$ cat src/acc_pkg.sv
// Purpose: shared constants and types of the comparator control block
// Assumes: 32-bit avalon slave, byte addresses, one word per register
// Notes: register offsets and the event status layout are local choices
package acc_pkg;

	// register byte offsets
	localparam int ACC_AW = 5;
	localparam logic [4:0] ACC_OFS_CSR = 5'h00;
	localparam logic [4:0] ACC_OFS_PIN_DIS = 5'h04;
	localparam logic [4:0] ACC_OFS_CONV_B = 5'h08;
	localparam logic [4:0] ACC_OFS_STATUS = 5'h0C;
	localparam logic [4:0] ACC_OFS_MASK = 5'h10;

	// comparator_control_status fields
	localparam int ACC_CSR_PWR_OFF = 7;
	localparam int ACC_CSR_BANDGAP = 6;
	localparam int ACC_CSR_OUTPUT = 5;
	localparam int ACC_CSR_FLAG = 4;
	localparam int ACC_CSR_IRQ_EN = 3;
	localparam int ACC_CSR_ROUTE = 2;
	localparam int ACC_CSR_MODE_HI = 1;
	localparam int ACC_CSR_MODE_LO = 0;
	localparam logic [7:0] ACC_CSR_RW_MASK = 8'hCF;
	localparam logic [7:0] ACC_CSR_RESET = 8'h00;

	// comparator_pin_input_disable fields
	localparam int ACC_DIS_NEG = 1;
	localparam int ACC_DIS_POS = 0;
	localparam logic [1:0] ACC_DIS_RESET = 2'h0;

	// converter_ctrl_status_b field held here
	localparam int ACC_CONVB_MUX_EN = 6;

	// event status and mask layout
	localparam int ACC_STAT_W = 2;
	localparam int ACC_STAT_CMP = 0;
	localparam int ACC_STAT_TOGGLE = 1;
	localparam logic [1:0] ACC_STAT_RESET = 2'h0;

	// interrupt mode codes
	localparam logic [1:0] ACC_MODE_TOGGLE = 2'h0;
	localparam logic [1:0] ACC_MODE_RSVD = 2'h1;
	localparam logic [1:0] ACC_MODE_FALL = 2'h2;
	localparam logic [1:0] ACC_MODE_RISE = 2'h3;

	// synchroniser depth
	localparam int ACC_SYNC_STAGES = 2;

	// bus handshake states
	typedef enum logic [1:0] {
		ACC_BUS_IDLE = 2'b01,
		ACC_BUS_DONE = 2'b10
	} acc_bus_t;

	// word address match, low two byte bits ignored
	function automatic logic acc_hit(input logic [4:0] addr,
		input logic [4:0] ofs);
		return addr[4:2] == ofs[4:2];
	endfunction

endpackage

$ cat src/acc_evt_if.sv
// Purpose: carries the synchronised comparator level and its events
// Assumes: single clock domain
// Notes: core drives level and mode, detector answers with event pulses
`timescale 1ns/1ps
interface acc_evt_if;
	logic cmp_level;
	logic [1:0] mode;
	logic evt_mode;
	logic evt_toggle;
	modport core (output cmp_level, output mode, input evt_mode,
		input evt_toggle);
	modport det (input cmp_level, input mode, output evt_mode,
		output evt_toggle);
endinterface

$ cat src/acc_ctrl.sv
// Purpose: digital control around the analog comparator
// Assumes: converter_on and channel_select come from logic on clk
// Notes: comparator and pin levels are asynchronous and synchronised here
// Functional notes
// - comparator output is synchronised, one to two cycles late, then read
// - interrupt flag sets on the event picked by the mode field
// - interrupt flag clears when the cpu enters its vector
// - writing one to the flag clears it, zero leaves it
// - interrupt request needs flag, enable bit and global enable
// - capture route bit feeds comparator into timer capture, else nothing
// - comparator capture interrupts the timer only with its enable set
// - mode 00 toggle, 01 reserved, 10 falling, 11 rising
// - mux enable with converter off picks converter input by channel
// - mux disabled or converter on uses the negative pin
// - input disable bits seven down to two read as zero
// - disable bit turns off pin buffer, pin reads zero
// - power off bit shuts down the comparator at any time
// - bandgap bit replaces the positive pin with a fixed reference
// - mux enable is bit six of converter control b, reset zero
//
// Added by the designer: the register addresses and the Avalon-MM interface to the registers.
`timescale 1ns/1ps
module acc_ctrl #(
	parameter int SYNC_STAGES = acc_pkg::ACC_SYNC_STAGES
) (
	// clock and reset
	input wire logic clk,
	input wire logic rstn,
	// avalon-mm slave
	input wire logic [acc_pkg::ACC_AW-1:0] avs_address,
	input wire logic avs_read,
	input wire logic avs_write,
	input wire logic [31:0] avs_writedata,
	input wire logic [3:0] avs_byteenable,
	output logic [31:0] avs_readdata,
	output logic avs_waitrequest,
	// block interrupt
	output logic irq,
	// cpu interrupt path
	input wire logic global_irq_enable,
	input wire logic cmp_irq_vector_ack,
	output logic cmp_irq_req,
	// analog comparator core
	input wire logic cmp_raw,
	output logic cmp_power_off,
	output logic cmp_bandgap_select,
	output logic cmp_neg_from_mux,
	output logic [2:0] cmp_neg_channel,
	// converter state
	input wire logic converter_on,
	input wire logic [2:0] channel_select,
	// comparator pins
	input wire logic pos_pin_raw,
	input wire logic neg_pin_raw,
	output logic pos_pin_read,
	output logic neg_pin_read,
	output logic pos_pin_input_disable,
	output logic neg_pin_input_disable,
	// timer input capture
	input wire logic timer_capture_event,
	input wire logic timer_capture_irq_enable,
	output logic cmp_capture_sig,
	output logic cmp_capture_irq
);
	import acc_pkg::*;

	acc_evt_if evt ();

	acc_bus_t bus_state;
	logic req;
	logic commit;
	logic wr_csr;
	logic wr_dis;
	logic wr_convb;
	logic wr_mask;
	logic rd_stat;
	logic [2:0] pin_sync;
	logic cmp_output_sync;
	logic [7:0] csr_rw;
	logic cmp_irq_flag;
	logic [1:0] pin_dis;
	logic cmp_mux_enable;
	logic [ACC_STAT_W-1:0] status;
	logic [ACC_STAT_W-1:0] mask;
	logic [ACC_STAT_W-1:0] stat_clr;
	logic [31:0] rd_value;

	// comparator and both pins cross into clk here
	acc_sync #(
		.WIDTH(3),
		.STAGES(SYNC_STAGES)
	) u_sync (
		.clk(clk),
		.rstn(rstn),
		.async_in({neg_pin_raw, pos_pin_raw, cmp_raw}),
		.sync_out(pin_sync)
	);

	assign cmp_output_sync = pin_sync[0];
	assign evt.cmp_level = cmp_output_sync;
	assign evt.mode = csr_rw[ACC_CSR_MODE_HI:ACC_CSR_MODE_LO];

	acc_edge u_edge (
		.clk(clk),
		.rstn(rstn),
		.evt(evt.det)
	);

	// bus handshake: one wait cycle, then the access commits
	assign req = avs_read | avs_write;
	assign avs_waitrequest = req & (bus_state == ACC_BUS_IDLE);
	assign commit = req & (bus_state == ACC_BUS_DONE);

	always_ff @(posedge clk or negedge rstn) begin
		if (!rstn) begin
			bus_state <= ACC_BUS_IDLE;
		end else begin
			unique case (bus_state)
				ACC_BUS_IDLE: begin
					if (req) begin
						bus_state <= ACC_BUS_DONE;
					end
				end
				ACC_BUS_DONE: begin
					bus_state <= ACC_BUS_IDLE;
				end
				default: begin
					bus_state <= ACC_BUS_IDLE;
				end
			endcase
		end
	end

	// write strobes only on the committing edge with lane zero enabled
	assign wr_csr = commit & avs_write & avs_byteenable[0]
		& acc_hit(avs_address, ACC_OFS_CSR);
	assign wr_dis = commit & avs_write & avs_byteenable[0]
		& acc_hit(avs_address, ACC_OFS_PIN_DIS);
	assign wr_convb = commit & avs_write & avs_byteenable[0]
		& acc_hit(avs_address, ACC_OFS_CONV_B);
	assign wr_mask = commit & avs_write & avs_byteenable[0]
		& acc_hit(avs_address, ACC_OFS_MASK);
	assign rd_stat = commit & avs_read & acc_hit(avs_address, ACC_OFS_STATUS);

	// read value; unmapped words and unused bits read zero
	always_comb begin
		rd_value = 32'h00000000;
		if (acc_hit(avs_address, ACC_OFS_CSR)) begin
			rd_value[7:0] = csr_rw & ACC_CSR_RW_MASK;
			rd_value[ACC_CSR_OUTPUT] = cmp_output_sync;
			rd_value[ACC_CSR_FLAG] = cmp_irq_flag;
		end else if (acc_hit(avs_address, ACC_OFS_PIN_DIS)) begin
			rd_value[1:0] = pin_dis;
		end else if (acc_hit(avs_address, ACC_OFS_CONV_B)) begin
			rd_value[ACC_CONVB_MUX_EN] = cmp_mux_enable;
		end else if (acc_hit(avs_address, ACC_OFS_STATUS)) begin
			rd_value[ACC_STAT_W-1:0] = status;
		end else if (acc_hit(avs_address, ACC_OFS_MASK)) begin
			rd_value[ACC_STAT_W-1:0] = mask;
		end
	end

	// read data captured in the wait cycle, held through the commit
	always_ff @(posedge clk or negedge rstn) begin
		if (!rstn) begin
			avs_readdata <= 32'h00000000;
		end else if (avs_read && bus_state == ACC_BUS_IDLE) begin
			avs_readdata <= rd_value;
		end
	end

	// writable control bits of the control/status register
	always_ff @(posedge clk or negedge rstn) begin
		if (!rstn) begin
			csr_rw <= ACC_CSR_RESET;
		end else if (wr_csr) begin
			csr_rw <= avs_writedata[7:0] & ACC_CSR_RW_MASK;
		end
	end

	// interrupt flag; a new event beats any clear in the same cycle
	always_ff @(posedge clk or negedge rstn) begin
		if (!rstn) begin
			cmp_irq_flag <= 1'b0;
		end else if (evt.evt_mode) begin
			cmp_irq_flag <= 1'b1;
		end else if (cmp_irq_vector_ack) begin
			cmp_irq_flag <= 1'b0;
		end else if (wr_csr && avs_writedata[ACC_CSR_FLAG]) begin
			cmp_irq_flag <= 1'b0;
		end
	end

	// no guard against mode changes: software must drop the enable first
	assign cmp_irq_req = cmp_irq_flag & csr_rw[ACC_CSR_IRQ_EN]
		& global_irq_enable;

	// pin input disables and converter mux enable
	always_ff @(posedge clk or negedge rstn) begin
		if (!rstn) begin
			pin_dis <= ACC_DIS_RESET;
		end else if (wr_dis) begin
			pin_dis <= avs_writedata[1:0];
		end
	end

	always_ff @(posedge clk or negedge rstn) begin
		if (!rstn) begin
			cmp_mux_enable <= 1'b0;
		end else if (wr_convb) begin
			cmp_mux_enable <= avs_writedata[ACC_CONVB_MUX_EN];
		end
	end

	// analog controls straight from their register bits
	assign cmp_power_off = csr_rw[ACC_CSR_PWR_OFF];
	assign cmp_bandgap_select = csr_rw[ACC_CSR_BANDGAP];
	assign pos_pin_input_disable = pin_dis[ACC_DIS_POS];
	assign neg_pin_input_disable = pin_dis[ACC_DIS_NEG];

	// negative input select; the converter owns the mux while it runs
	always_ff @(posedge clk or negedge rstn) begin
		if (!rstn) begin
			cmp_neg_from_mux <= 1'b0;
			cmp_neg_channel <= 3'h0;
		end else begin
			cmp_neg_from_mux <= cmp_mux_enable & ~converter_on;
			cmp_neg_channel <= channel_select;
		end
	end

	// gated pin readback, zero while the buffer is off
	always_ff @(posedge clk or negedge rstn) begin
		if (!rstn) begin
			pos_pin_read <= 1'b0;
			neg_pin_read <= 1'b0;
		end else begin
			pos_pin_read <= pin_sync[1] & ~pin_dis[ACC_DIS_POS];
			neg_pin_read <= pin_sync[2] & ~pin_dis[ACC_DIS_NEG];
		end
	end

	// capture path; the timer adds its own noise canceler and edge select
	always_ff @(posedge clk or negedge rstn) begin
		if (!rstn) begin
			cmp_capture_sig <= 1'b0;
			cmp_capture_irq <= 1'b0;
		end else begin
			cmp_capture_sig <= csr_rw[ACC_CSR_ROUTE] & cmp_output_sync;
			cmp_capture_irq <= csr_rw[ACC_CSR_ROUTE] & timer_capture_event
				& timer_capture_irq_enable;
		end
	end

	// event status: only bits actually returned by the read are cleared
	assign stat_clr = rd_stat ? avs_readdata[ACC_STAT_W-1:0]
		: ACC_STAT_RESET;

	always_ff @(posedge clk or negedge rstn) begin
		if (!rstn) begin
			status <= ACC_STAT_RESET;
		end else begin
			status <= (status & ~stat_clr)
				| {evt.evt_toggle, evt.evt_mode};
		end
	end

	always_ff @(posedge clk or negedge rstn) begin
		if (!rstn) begin
			mask <= ACC_STAT_RESET;
		end else if (wr_mask) begin
			mask <= avs_writedata[ACC_STAT_W-1:0];
		end
	end

	assign irq = |(status & mask);
endmodule

$ cat src/acc_sync.sv
// Purpose: multi-bit level synchroniser for asynchronous inputs
// Assumes: each bit is an independent slow level
// Notes: only the next stage reads the first stage
`timescale 1ns/1ps
module acc_sync #(
	parameter int WIDTH = 3,
	parameter int STAGES = acc_pkg::ACC_SYNC_STAGES
) (
	// clock and reset
	input wire logic clk,
	input wire logic rstn,
	// levels
	input wire logic [WIDTH-1:0] async_in,
	output logic [WIDTH-1:0] sync_out
);
	import acc_pkg::*;

	logic [WIDTH-1:0] stage [STAGES];

	// refuse depths that cannot settle metastability
	generate
		if (STAGES < 2) begin : g_bad
			$error("acc_sync needs at least two stages");
		end
	endgenerate

	// first stage samples the pin
	always_ff @(posedge clk or negedge rstn) begin
		if (!rstn) begin
			stage[0] <= '0;
		end else begin
			stage[0] <= async_in;
		end
	end

	// remaining stages form a plain shift chain
	genvar i;
	generate
		for (i = 1; i < STAGES; i++) begin : g_stage
			always_ff @(posedge clk or negedge rstn) begin
				if (!rstn) begin
					stage[i] <= '0;
				end else begin
					stage[i] <= stage[i-1];
				end
			end
		end
	endgenerate

	assign sync_out = stage[STAGES-1];
endmodule

$ cat src/acc_edge.sv
// Purpose: toggle, rise and fall detection with mode selection
// Assumes: level input already synchronised to clk
// Notes: events are one-cycle pulses
`timescale 1ns/1ps
module acc_edge (
	// clock and reset
	input wire logic clk,
	input wire logic rstn,
	// event port
	acc_evt_if.det evt
);
	import acc_pkg::*;

	logic prev;
	logic rise;
	logic fall;

	// previous level, compared every clock
	always_ff @(posedge clk or negedge rstn) begin
		if (!rstn) begin
			prev <= 1'b0;
		end else begin
			prev <= evt.cmp_level;
		end
	end

	assign rise = evt.cmp_level & ~prev;
	assign fall = ~evt.cmp_level & prev;
	assign evt.evt_toggle = evt.cmp_level ^ prev;

	// reserved code never fires, so a bad mode cannot flood the cpu
	always_comb begin
		unique case (evt.mode)
			ACC_MODE_TOGGLE: evt.evt_mode = evt.evt_toggle;
			ACC_MODE_FALL: evt.evt_mode = fall;
			ACC_MODE_RISE: evt.evt_mode = rise;
			default: evt.evt_mode = 1'b0;
		endcase
	end
endmodule

$ cat config.mk
export PLATFORM = sky130hd
export DESIGN_NAME = acc_ctrl
export DESIGN_NICKNAME = d
export VERILOG_FILES = /design/src/acc_pkg.sv /design/src/acc_evt_if.sv /design/src/acc_ctrl.sv /design/src/acc_sync.sv /design/src/acc_edge.sv
export SDC_FILE = /design/constraint.sdc
export NUM_CORES = 1
export LEC_CHECK = 0
export BUFFER_PORTS_ARGS = -buffer_cell sky130_fd_sc_hd__clkbuf_2
export CAP_MARGIN = 30
export CORE_MARGIN = 5
export CORE_UTILIZATION = 44
export CTS_BUF_LIST = sky130_fd_sc_hd__clkbuf_4 sky130_fd_sc_hd__clkbuf_8
export DETAILED_ROUTE_END_ITERATION = 10
export PLACE_DENSITY = 0.82
export SYNTH_ARGS = -nofsm -noshare
export SYNTH_HDL_FRONTEND = slang
export SYNTH_SLANG_ARGS = --single-unit
$ cat constraint.sdc
create_clock -name clk -period 1.7 [get_ports clk]
set_input_delay 0.34 -clock clk [delete_from_list [all_inputs] [get_ports clk]]
set_output_delay 0.34 -clock clk [all_outputs]
set_load 0.01 [all_outputs]
## Yosys cells after proc, flatten, opt, wreduce, memory -nomap -nowiden

Cells that the tools add are included.

- Logic and storage cells: 80
- Output and inout bits: 47
- Register bits after elaboration: 39
- Input bits: 56

- Reductions and logical operators: 6
- Equality and inequality tests: 9
- Mux-type cells: 17
- Bitwise operators: 31

Operators with widths:

| kind | count |
|---|---|
| AND 1 bit | 20 |
| two-way mux 2 bit | 8 |
| two-way mux 1 bit | 7 |
| == test 2 bit, second input constant | 3 |
| == test 3 x 2 -> 1 bit, second input constant | 2 |
| NOT 1 bit | 5 |
| AND 2 bit | 2 |
| two-way mux 4 bit | 1 |
| == test 3 x 1 -> 1 bit, second input constant | 1 |
| == test 3 bit, second input constant | 1 |
| logical NOT 3 bit | 1 |
| one-hot mux 1 bit (3 select lines) | 1 |
| nonzero test 3 bit | 1 |
| == test 2 x 1 -> 1 bit, second input constant | 1 |
| logical AND 1 bit | 2 |
| logical NOT 2 bit | 1 |
| inequality test 2 bit, second input constant | 1 |
| NOT 2 bit | 1 |
| bitwise OR 2 bit | 1 |
| OR reduction 2 bit | 1 |
| bitwise OR 1 bit | 1 |
| XOR 1 bit | 1 |

## Logic depth before layout (Yosys ltp)

Gate-level depths: netlist of the first run.

- Depth after elaboration: 9
- Depth in mapped cells: 4
- Gate-level depth less buffers: 4

## Cells and area by module

From an unflattened synthesis of the first run, not the netlist that was laid out.

- Cells, all modules: 144
- Area, all modules: 1,789.2 µm²

Modules (own cells, without submodules):

| module | instances | cells an instance | area each (µm²) | seq. area each (µm²) |
|---|---|---|---|---|
| acc_ctrl | 1 | 125 | 1,517.7 | 802.0 |
| acc_sync | 1 | 9 | 172.7 | 150.1 |
| acc_edge | 1 | 10 | 98.8 | 25.0 |

## Worst setup path after synthesis of the first run

OpenSTA, ideal clock, no wires.

- Path kind: input-to-reg
- From: in avs_address[4] in the netlist's numbering
- To: reg csr_rw[0]
- Arrival time: 1,460 ps
- Cell stages on the path: 4
- Path slack: 116 ps
- Setup time: 125 ps
- Required time: 1,575 ps
- Path buffers: 1
- Cells stage by stage: clkbuf_1 > or3_1 > nor2_4 > mux2_2

- Cells in the longest elaborated chain, start to end: 2

Ends and longest elaborated chain:

| item | RTL line | source |
|---|---|---|
| from (decl) | acc_ctrl.sv:30 | `input wire logic [acc_pkg::ACC_AW-1:0] avs_address,` |
| logical NOT 3 bit | acc_pkg.sv:58 | `return addr[4:2] == ofs[4:2];` |
| AND 1 bit | acc_ctrl.sv:136 | `& acc_hit(avs_address, ACC_OFS_CSR);` |
| to (signal assigned) | acc_ctrl.sv:177 | `csr_rw <= avs_writedata[7:0] & ACC_CSR_RW_MASK;` |
| to (decl) | acc_ctrl.sv:79 | `logic [7:0] csr_rw;` |

Every way passes these cells.
A chain may end at the register's enable or synchronous reset.

## Final worst setup path of the first run

- From: reg bus_state[1]
- To: reg pin_dis[1]

- Cells in the longest elaborated chain, start to end: 5

Ends and longest elaborated chain:

| item | RTL line | source |
|---|---|---|
| from (decl) | acc_ctrl.sv:69 | `acc_bus_t bus_state;` |
| from (signal assigned) | acc_ctrl.sv:116 | `bus_state <= ACC_BUS_IDLE;` |
| from (signal assigned) | acc_ctrl.sv:121 | `bus_state <= ACC_BUS_DONE;` |
| from (signal assigned) | acc_ctrl.sv:125 | `bus_state <= ACC_BUS_IDLE;` |
| == test 2 bit | acc_ctrl.sv:112 | `assign commit = req & (bus_state == ACC_BUS_DONE);` |
| AND 1 bit | acc_ctrl.sv:112 |  |
| AND 1 bit (2 in series) | acc_ctrl.sv:137 | `assign wr_dis = commit & avs_write & avs_byteenable[0]` |
| AND 1 bit | acc_ctrl.sv:138 | `& acc_hit(avs_address, ACC_OFS_PIN_DIS);` |
| to (signal assigned) | acc_ctrl.sv:203 | `pin_dis <= avs_writedata[1:0];` |
| to (decl) | acc_ctrl.sv:81 | `logic [1:0] pin_dis;` |

Every way passes these cells.

==> results summary, run 1 <==
The maximum number of pins on one net before global-route repair came out at 40. Dividing the detail-routed wire length by the instance count gives roughly 14 um. The worst register-to-register path ends at pin_dis[1]$_DFFE_PN0P_.

After layout, the design draws a total of ~2.5 mW. Relative to the synthesized area, the layout overhead comes to 20.4%. The routed layout has 1151 vias. For this run, the total global-route usage over all layers was measured as 0.136. The required time of the critical path is approximately 1.9 ns. On the worst path, the slowest cell contributes a delay of approximately 0.56 ns. The worst path setup slack after routing came out at roughly 0.13 ns. The detail route stage leaves a number of antenna-violating nets equal to 0.

The wire length of the first global-routing pass is 5.38 mm. Of the total synthesized cell area, the portion taken by XOR and XNOR cells is 0. During synthesis, Yosys emitted a total of 0 warnings. The number of distinct library cells after synthesis came out at 33. Final hold analysis gives a worst-case slack of 0.0899 ns. The number of antenna diodes in the final layout is 0.

The library cells used most frequently in the layout, excluding fill and tap cells, are sky130_fd_sc_hd__clkbuf_2, sky130_fd_sc_hd__dfrtp_1, sky130_fd_sc_hd__conb_1. The final layout contains about 250 nets. The total placed instance area is slightly below 2000 um^2.

The maximum count of clock buffers along a single path came out at 2. The via density per instance came out at between 4 and 5. Post-CTS timing repair inserted 0 buffers for setup.

The die outline width came out at 73.0 um. The number of buffers inserted by port buffering came out at between 40 and 50. The largest family of logic cells by synthesized area is simple AND/OR/NAND/NOR gates.

The clock net sink count is 39. The share of the synthesized area in the top cell type is 0.545. In this run, the number of DRC markers left after iteration 0 of detailed routing was 28. The worst setup path is captured at a flop. In this run, synthesis produced a sequential element count of 39. The worst clock skew came out at ~0.0027 ns. The startpoint type of the worst setup path is a flop. In the synthesized netlist the dominant register cell turns out to be sky130_fd_sc_hd__dfrtp_1.

The final weighted congestion of routability-driven global placement came out at about 0.74. The insertion delay to the later sink of the worst-skew pair came out at 0.28 ns. The power density normalized to cell area is 1190 nW/um^2.

The via count of the first global-routing pass came to about 1200. The minimum period implied by the final worst setup slack is 1.57 ns. The register clock-pin slew on the reported worst setup and hold paths came out at roughly 0.070 ns.

Across the VDD grid, the largest voltage drop is around 0.8 mV. The share of the yosys chip area belonging to registers came out at 0.560. The adder-cell area share of the yosys netlist came out at 0.0143.

OpenSTA, run right after detailed placement, puts the worst setup slack at about 0.053 ns. The number of standard cells after synthesis is roughly 140. Setup slack on the worst reg-to-reg path comes out at roughly 0.13 ns. The total core area is between 3000 and 4000 um^2. The analysis attributes to cell leakage a power of between 1 and 1.5 nW. The cell type with the largest total area after synthesis is sky130_fd_sc_hd__dfrtp_1.

The die span in y came out at around 73 um. The total number of placement rows came out at 22. The number of enable flip-flop cells after synthesis came out at 0.

The fraction of layout instances using a drive strength above 1 is 0.405. The average cell area after synthesis is between 10 and 15 um^2. The post-synthesis instance area is approximately 1700 um^2. The maximum achievable frequency came out at about 640 MHz. The signal on the critical path passes through nand4b_4 > or4b_4 > mux2_4. Adding up every negative setup slack in the final design gives 0 ns.

The number of cells traversed by the worst register-to-register path came out at 3. The share of synthesized area spent on multiplexers is 0.0811. The critical path is of the flop to flop type. The floorplan die area came out at ~5300 um^2. The worst reg2reg path startpoint is bus_state[1]$_DFFE_PN0P_. Setup violations remaining at the end of the flow were counted as 0. Setup repair after global routing left no endpoint under its margin. Of all flip-flops after synthesis, the portion carrying an async set or reset was 1.00.

The total count of hold-check failures in the final report came out at 0. The total grt overflow came out at 0. Wires add up to 3.31 mm. The path class of the tightest hold or removal check is input pin to asynchronous set/reset pin. The flow ran to the end, and the final reports show no timing, DRC or antenna violations. The library cell used most frequently in the layout, excluding fill and tap cells, is sky130_fd_sc_hd__clkbuf_2. The share of the clock period used by the worst path is 0.926. By area the synthesized netlist is led by sky130_fd_sc_hd__dfrtp_1, sky130_fd_sc_hd__buf_4, sky130_fd_sc_hd__mux2_2. The maximum level of the CTS H-tree came out at 2. The peak fanout along the critical path is 5. The max-slew violation count came out at 0. Once detailed placement completed, the half-perimeter wirelength came to between 2 and 3 mm. The initial antenna violation count came out at 0.

The cell area after layout is 2100 um^2. The cell chosen for the clock root is sky130_fd_sc_hd__clkbuf_8. Before antenna repair, the detailed router went through 4 iterations. In the routed design, unresolved DRC markers number 0.

Pin placement for this block handled roughly 100 I/O pins. The simple-gate share of the synthesized area came out at 0.143. The count of maximum capacitance violations came out at 0. Counting the buffers created by CTS gives 5.

The layout has 343 filler cells. The post-synthesis compound-gate area fraction is 0.0746. The slowest stage of the critical path belongs to the cell sky130_fd_sc_hd__or4b_4. The worst endpoint data arrival time came out at 1.75 ns. TritonCTS built the clock tree.

The initial utilization of the core area, before any placement, comes to 0.466.
==> report_power, final <==
part,internal (mW),switching (mW),leakage (nW),total (mW)
registers,1.09,0.121,0.491,1.21
clock network,0.474,0.304,0.0612,0.778
logic,0.258,0.255,0.556,0.513
==> metal layers <==
metal  wire (um)  track usage  vias to the layer above
li1            -            -                      548
met1        1280        0.151                      553
met2        1690        0.217                       46
met3         278       0.0482                        4
met4          61       0.0902                        0
met5           0            0                        -
==> cells in the mapped netlist, types with 2 or more instances <==
cell type and instances:
sky130_fd_sc_hd__o31ai_1 2, sky130_fd_sc_hd__clkbuf_1 3, sky130_fd_sc_hd__and4b_1 2, sky130_fd_sc_hd__o21ai_0 2, sky130_fd_sc_hd__mux2_2 9, sky130_fd_sc_hd__or4b_4 2, sky130_fd_sc_hd__nor2_1 6, sky130_fd_sc_hd__mux2_4 2
sky130_fd_sc_hd__nor2b_1 5, sky130_fd_sc_hd__a22o_1 6, sky130_fd_sc_hd__o311ai_0 2, sky130_fd_sc_hd__inv_1 5, sky130_fd_sc_hd__dfrtp_1 38, sky130_fd_sc_hd__nand2_1 4, sky130_fd_sc_hd__a221oi_1 2, sky130_fd_sc_hd__ha_1 2
sky130_fd_sc_hd__and3_1 2, sky130_fd_sc_hd__nand2b_1 2, sky130_fd_sc_hd__buf_4 25, sky130_fd_sc_hd__nor3b_1 2, sky130_fd_sc_hd__nand3b_1 3
==> how the worst max path moves through the flow <==
| stage | start | to | slack [ns] | cells past startpoint |
|---|---|---|---|---|
| after floorplan | avs_address[4] | csr_rw[0]$_DFFE_PN0P_ | 0.12 | 4 |
| after global routing | bus_state[1]$_DFFE_PN0P_ | pin_dis[1]$_DFFE_PN0P_ | 0.06 | 3 |
| final | bus_state[1]$_DFFE_PN0P_ | pin_dis[1]$_DFFE_PN0P_ | 0.13 | 3 |
| after CTS | bus_state[0]$_DFFE_PN1P_ | avs_waitrequest | 0.04 | 2 |
| after detailed placement | avs_address[4] | csr_rw[0]$_DFFE_PN0P_ | 0.05 | 4 |
| after global placement | avs_address[4] | csr_rw[0]$_DFFE_PN0P_ | 0.05 | 4 |
==> layout make-up <==
cell class	count	area, um^2	area share
sequential	39	977	0.465
multi-input combinational	89	641	0.305
timing repair buffer	54	285	0.136
clock buffer	6	82.6	0.0393
tap	48	60.1	0.0286
clock inverter	2	35.0	0.0167
inverter	5	18.8	0.00894
==> sequential cells by signal, indices dropped and copies added, names as in the netlist <==
signal	flops
u_sync.sync_out	3
cmp_neg_channel	3
avs_readdata	8
cmp_mux_enable	1
cmp_capture_sig	1
cmp_irq_flag	1
u_sync.stage	3
pos_pin_read	1
bus_state	2
cmp_neg_from_mux	1
neg_pin_read	1
csr_rw	6
pin_dis	2
status	2
cmp_capture_irq	1
u_edge.prev	1
mask	2
==> repair_timing <==
| item | CTS | global route |
|---|---|---|
| gates resized for setup | 0 | 1 |
| hold buffers | 0 | 0 |
| setup endpoints to repair | 0 | 1 |
==> kinds of logic after synthesis <==
logic type / count (synthesis)
mux: 12
compound gates: 16
fa+ha+maj: 2
simple gates: 35
other cells: 1
buf+inv: 33
flops: 39
==> worst max-delay path, delay by kind of cell, from the launching register on <==
kind / cells / cell delay, ns
AND/OR/NAND/NOR: 2 / 0.71
multiplexers: 1 / 0.31
flip-flops: 1 / 0.45
==> stage by stage <==
step,util,instances
2_1_floorplan,-,161
3_3_place_gp,0.528,235
3_5_place_dp,0.528,235
4_1_cts,0.559,243
5_1_grt,0.561,243
6_report,0.561,243
Note: power is estimated with default switching activity, not from simulation.
==> run 2: changes to the inputs <==
CAP_MARGIN = 20   (was 30)
PLACE_DENSITY = 0.84   (was 0.82)
==> run 2 against run 1 <==
Effect of this change:
- the flow now finishes with violations (hold timing)
- clock power shrank 12%
- die area is the same
- critical path depth shrank 1
- non-clock buffer count grew 1
- critical path type is now flop to output port
- critical endpoint is now avs_waitrequest
==> results summary, run 2 (synthesized netlist as in run 1, its figures left out) <==
The run finished, with violations left. The checks that failed: hold timing. The hold-fix buffer count after cts is 0. From synthesis to final layout, the design area changed by 20.4%. The fraction of layout instances using a drive strength above 1 is 0.403. The number of violations reported at the end of detailed-routing iteration 0 is 46. The required time of the critical path came out at roughly 1.4 ns.

The number of buffers inserted by port buffering is 48. The finished cells cover roughly 2100 um^2. The HPWL after detailed placement is between 2 and 3 mm. The root buffer cell chosen for the clock tree is sky130_fd_sc_hd__clkbuf_8. More flip-flops sit in one register than any other, and that register is avs_readdata. For this run, global-route usage on met3 was measured as 0.0427. At the worst endpoint, the arrival time is 1.25 ns.

The number of remaining DRC errors came out at 0. The met1 routing resource usage after global routing is 0.185. The insertion delay to the later sink of the worst-skew pair came out at 0.29 ns. The top-level port count came out at 103. The routed wirelength normalized by instance count is ~14 um. The number of placed cells counting well taps came out at 236. The met2 layer usage reported by global route is 0.215.

The die outline width came out at 73.0 um. The total count of hold-check failures in the final report is 3. The category of the critical setup timing path is flop to output port. The max-slew violation count is 0. The final weighted congestion of routability-driven global placement is roughly 0.7.

The worst-case IR drop observed on VDD is 0.746 mV. The via density per instance came out at roughly 4.7. The share of the clock period used by the worst path came out at 0.937.

Hold timing on the final database bottoms out at a slack of -0.0100 ns. The maximum achievable frequency came out at about 630 MHz. In the final layout, the registers with the most flip-flops are avs_readdata (8), csr_rw (6). The total number of placement rows came out at 22. The total global routing track utilization is 0.143.

After detailed routing, the total wire length is 3.38 mm. The post-CTS repair timing setup buffer count came out at 0. The post-cts resize count is 0.

The leakage power total came out at between 1 and 1.5 nW. The class of the worst hold path is input pin to asynchronous set/reset pin. Setup violations remaining at the end of the flow were counted as 0. The layout net count is approximately 250. The number of filler cells placed in the layout is around 350. The die covers about 5300 um^2. The die span in y came out at ~73 um. After global routing, the most crowded layer is met2. The initial antenna violation count was 0.

0 antenna diodes ended up in the layout. The initial utilization of the core area, before any placement, comes to 0.466. The wire length of the first global-routing pass came out at between 5 and 6 mm. The maximum number of pins on one net before global-route repair came out at 23.

In this run the worst path has a maximum fanout of 5. The maximum level of the CTS H-tree came out at 2. The type of element capturing the critical path is an output port. After clock tree synthesis, the clock-pin slew on the worst setup and hold paths is around 0.080 ns.

The flip-flop count of the largest register after layout is 8. The startpoint type of the worst setup path is a flop. Dividing total power by cell area gives a power density of ~1100 nW/um^2. The final setup TNS is 0 ns.

The maximum count of clock buffers along a single path is 2. The total clock buffers created by CTS came out at 5. The area of the multi-input gates is about 640 um^2. The minimum period implied by the final worst setup slack is 1.59 ns.

The total number of vias came out at roughly 1200. In the layout the commonest cells are sky130_fd_sc_hd__clkbuf_2, sky130_fd_sc_hd__dfrtp_1, sky130_fd_sc_hd__conb_1. The total grt overflow is 0. Setup repair after global routing left no endpoint under its margin. The count of maximum capacitance violations is 0. The via count of the first global-routing pass came out at around 1200. The worst clock skew is ~0.0090 ns. The number of standard cells in the layout, taps in and fillers out came out at approximately 240. In this run the standard cell core region covers 3740 um^2. The count of antenna-violating nets left after detailed routing is 0. Leaving out fill and tap cells, the most frequent cell in the layout is sky130_fd_sc_hd__clkbuf_2. The sequential cell area came out at between 900 and 1000 um^2. The total placed instance area came out at ~2000 um^2. The TritonCTS clock tree is yes. The clock net sink count is 39. The number of detailed-route iterations in the first pass came out at 4.
run 2: per-layer routing:
metal | up-vias | routed length, um
met1 | 555 | 1370
met5 | - | 0
met2 | 41 | 1700
li1 | 549 | -
met3 | 5 | 244
met4 | 0 | 70
run 2: final cells by class:
| class | instances | area share |
|---|---|---|
| inverters | 5 | 0.00893 |
| repair buffers | 55 | 0.145 |
| flip-flops and latches | 39 | 0.465 |
| well taps | 48 | 0.0286 |
| multi-input cells | 89 | 0.303 |
| clock buffers | 8 | 0.0494 |
run 2: through the flow:
step                      power (mW)  utilization  worst slack [ns]
after floorplan                 1.55            -             0.116
after CTS                       2.44        0.561            0.0693
after global placement          1.73        0.533            0.0294
after detailed placement        1.76        0.533            0.0107
after global routing            2.55        0.561           0.00609
final                           2.41        0.561             0.107
run 2: worst max-delay path, stage by stage, from the launching register on:
cell and delay [ns]:
sky130_fd_sc_hd__dfstp_2 0.55, sky130_fd_sc_hd__nor3b_1 0.24, sky130_fd_sc_hd__clkbuf_2 0.18
run 2: worst paths after layout:
check	startpoint	end	slack, ns	cells past startpoint
worst min register to register	u_sync.stage[5]$_DFF_PN0_	u_sync.sync_out[2]$_DFF_PN0_	0.35	0
worst max-delay path	bus_state[0]$_DFFE_PN1P_	avs_waitrequest	0.11	2
worst max register to register	bus_state[1]$_DFFE_PN0P_	pin_dis[0]$_DFFE_PN0P_	0.15	3
worst min-delay path	rstn	pos_pin_read$_DFF_PN0_	-0.01	1
min in group clk	pos_pin_raw	u_sync.stage[4]$_DFF_PN0_	0.16	1
max in group asynchronous	rstn	cmp_capture_irq$_DFF_PN0_	1.23	2
run 2: power breakdown:
group | total (mW) | internal (mW) | switching [mW]
clock network | 0.684 | 0.386 | 0.298
registers | 1.21 | 1.09 | 0.121
logic | 0.515 | 0.259 | 0.257
total | 2.41 | 1.73 | 0.676
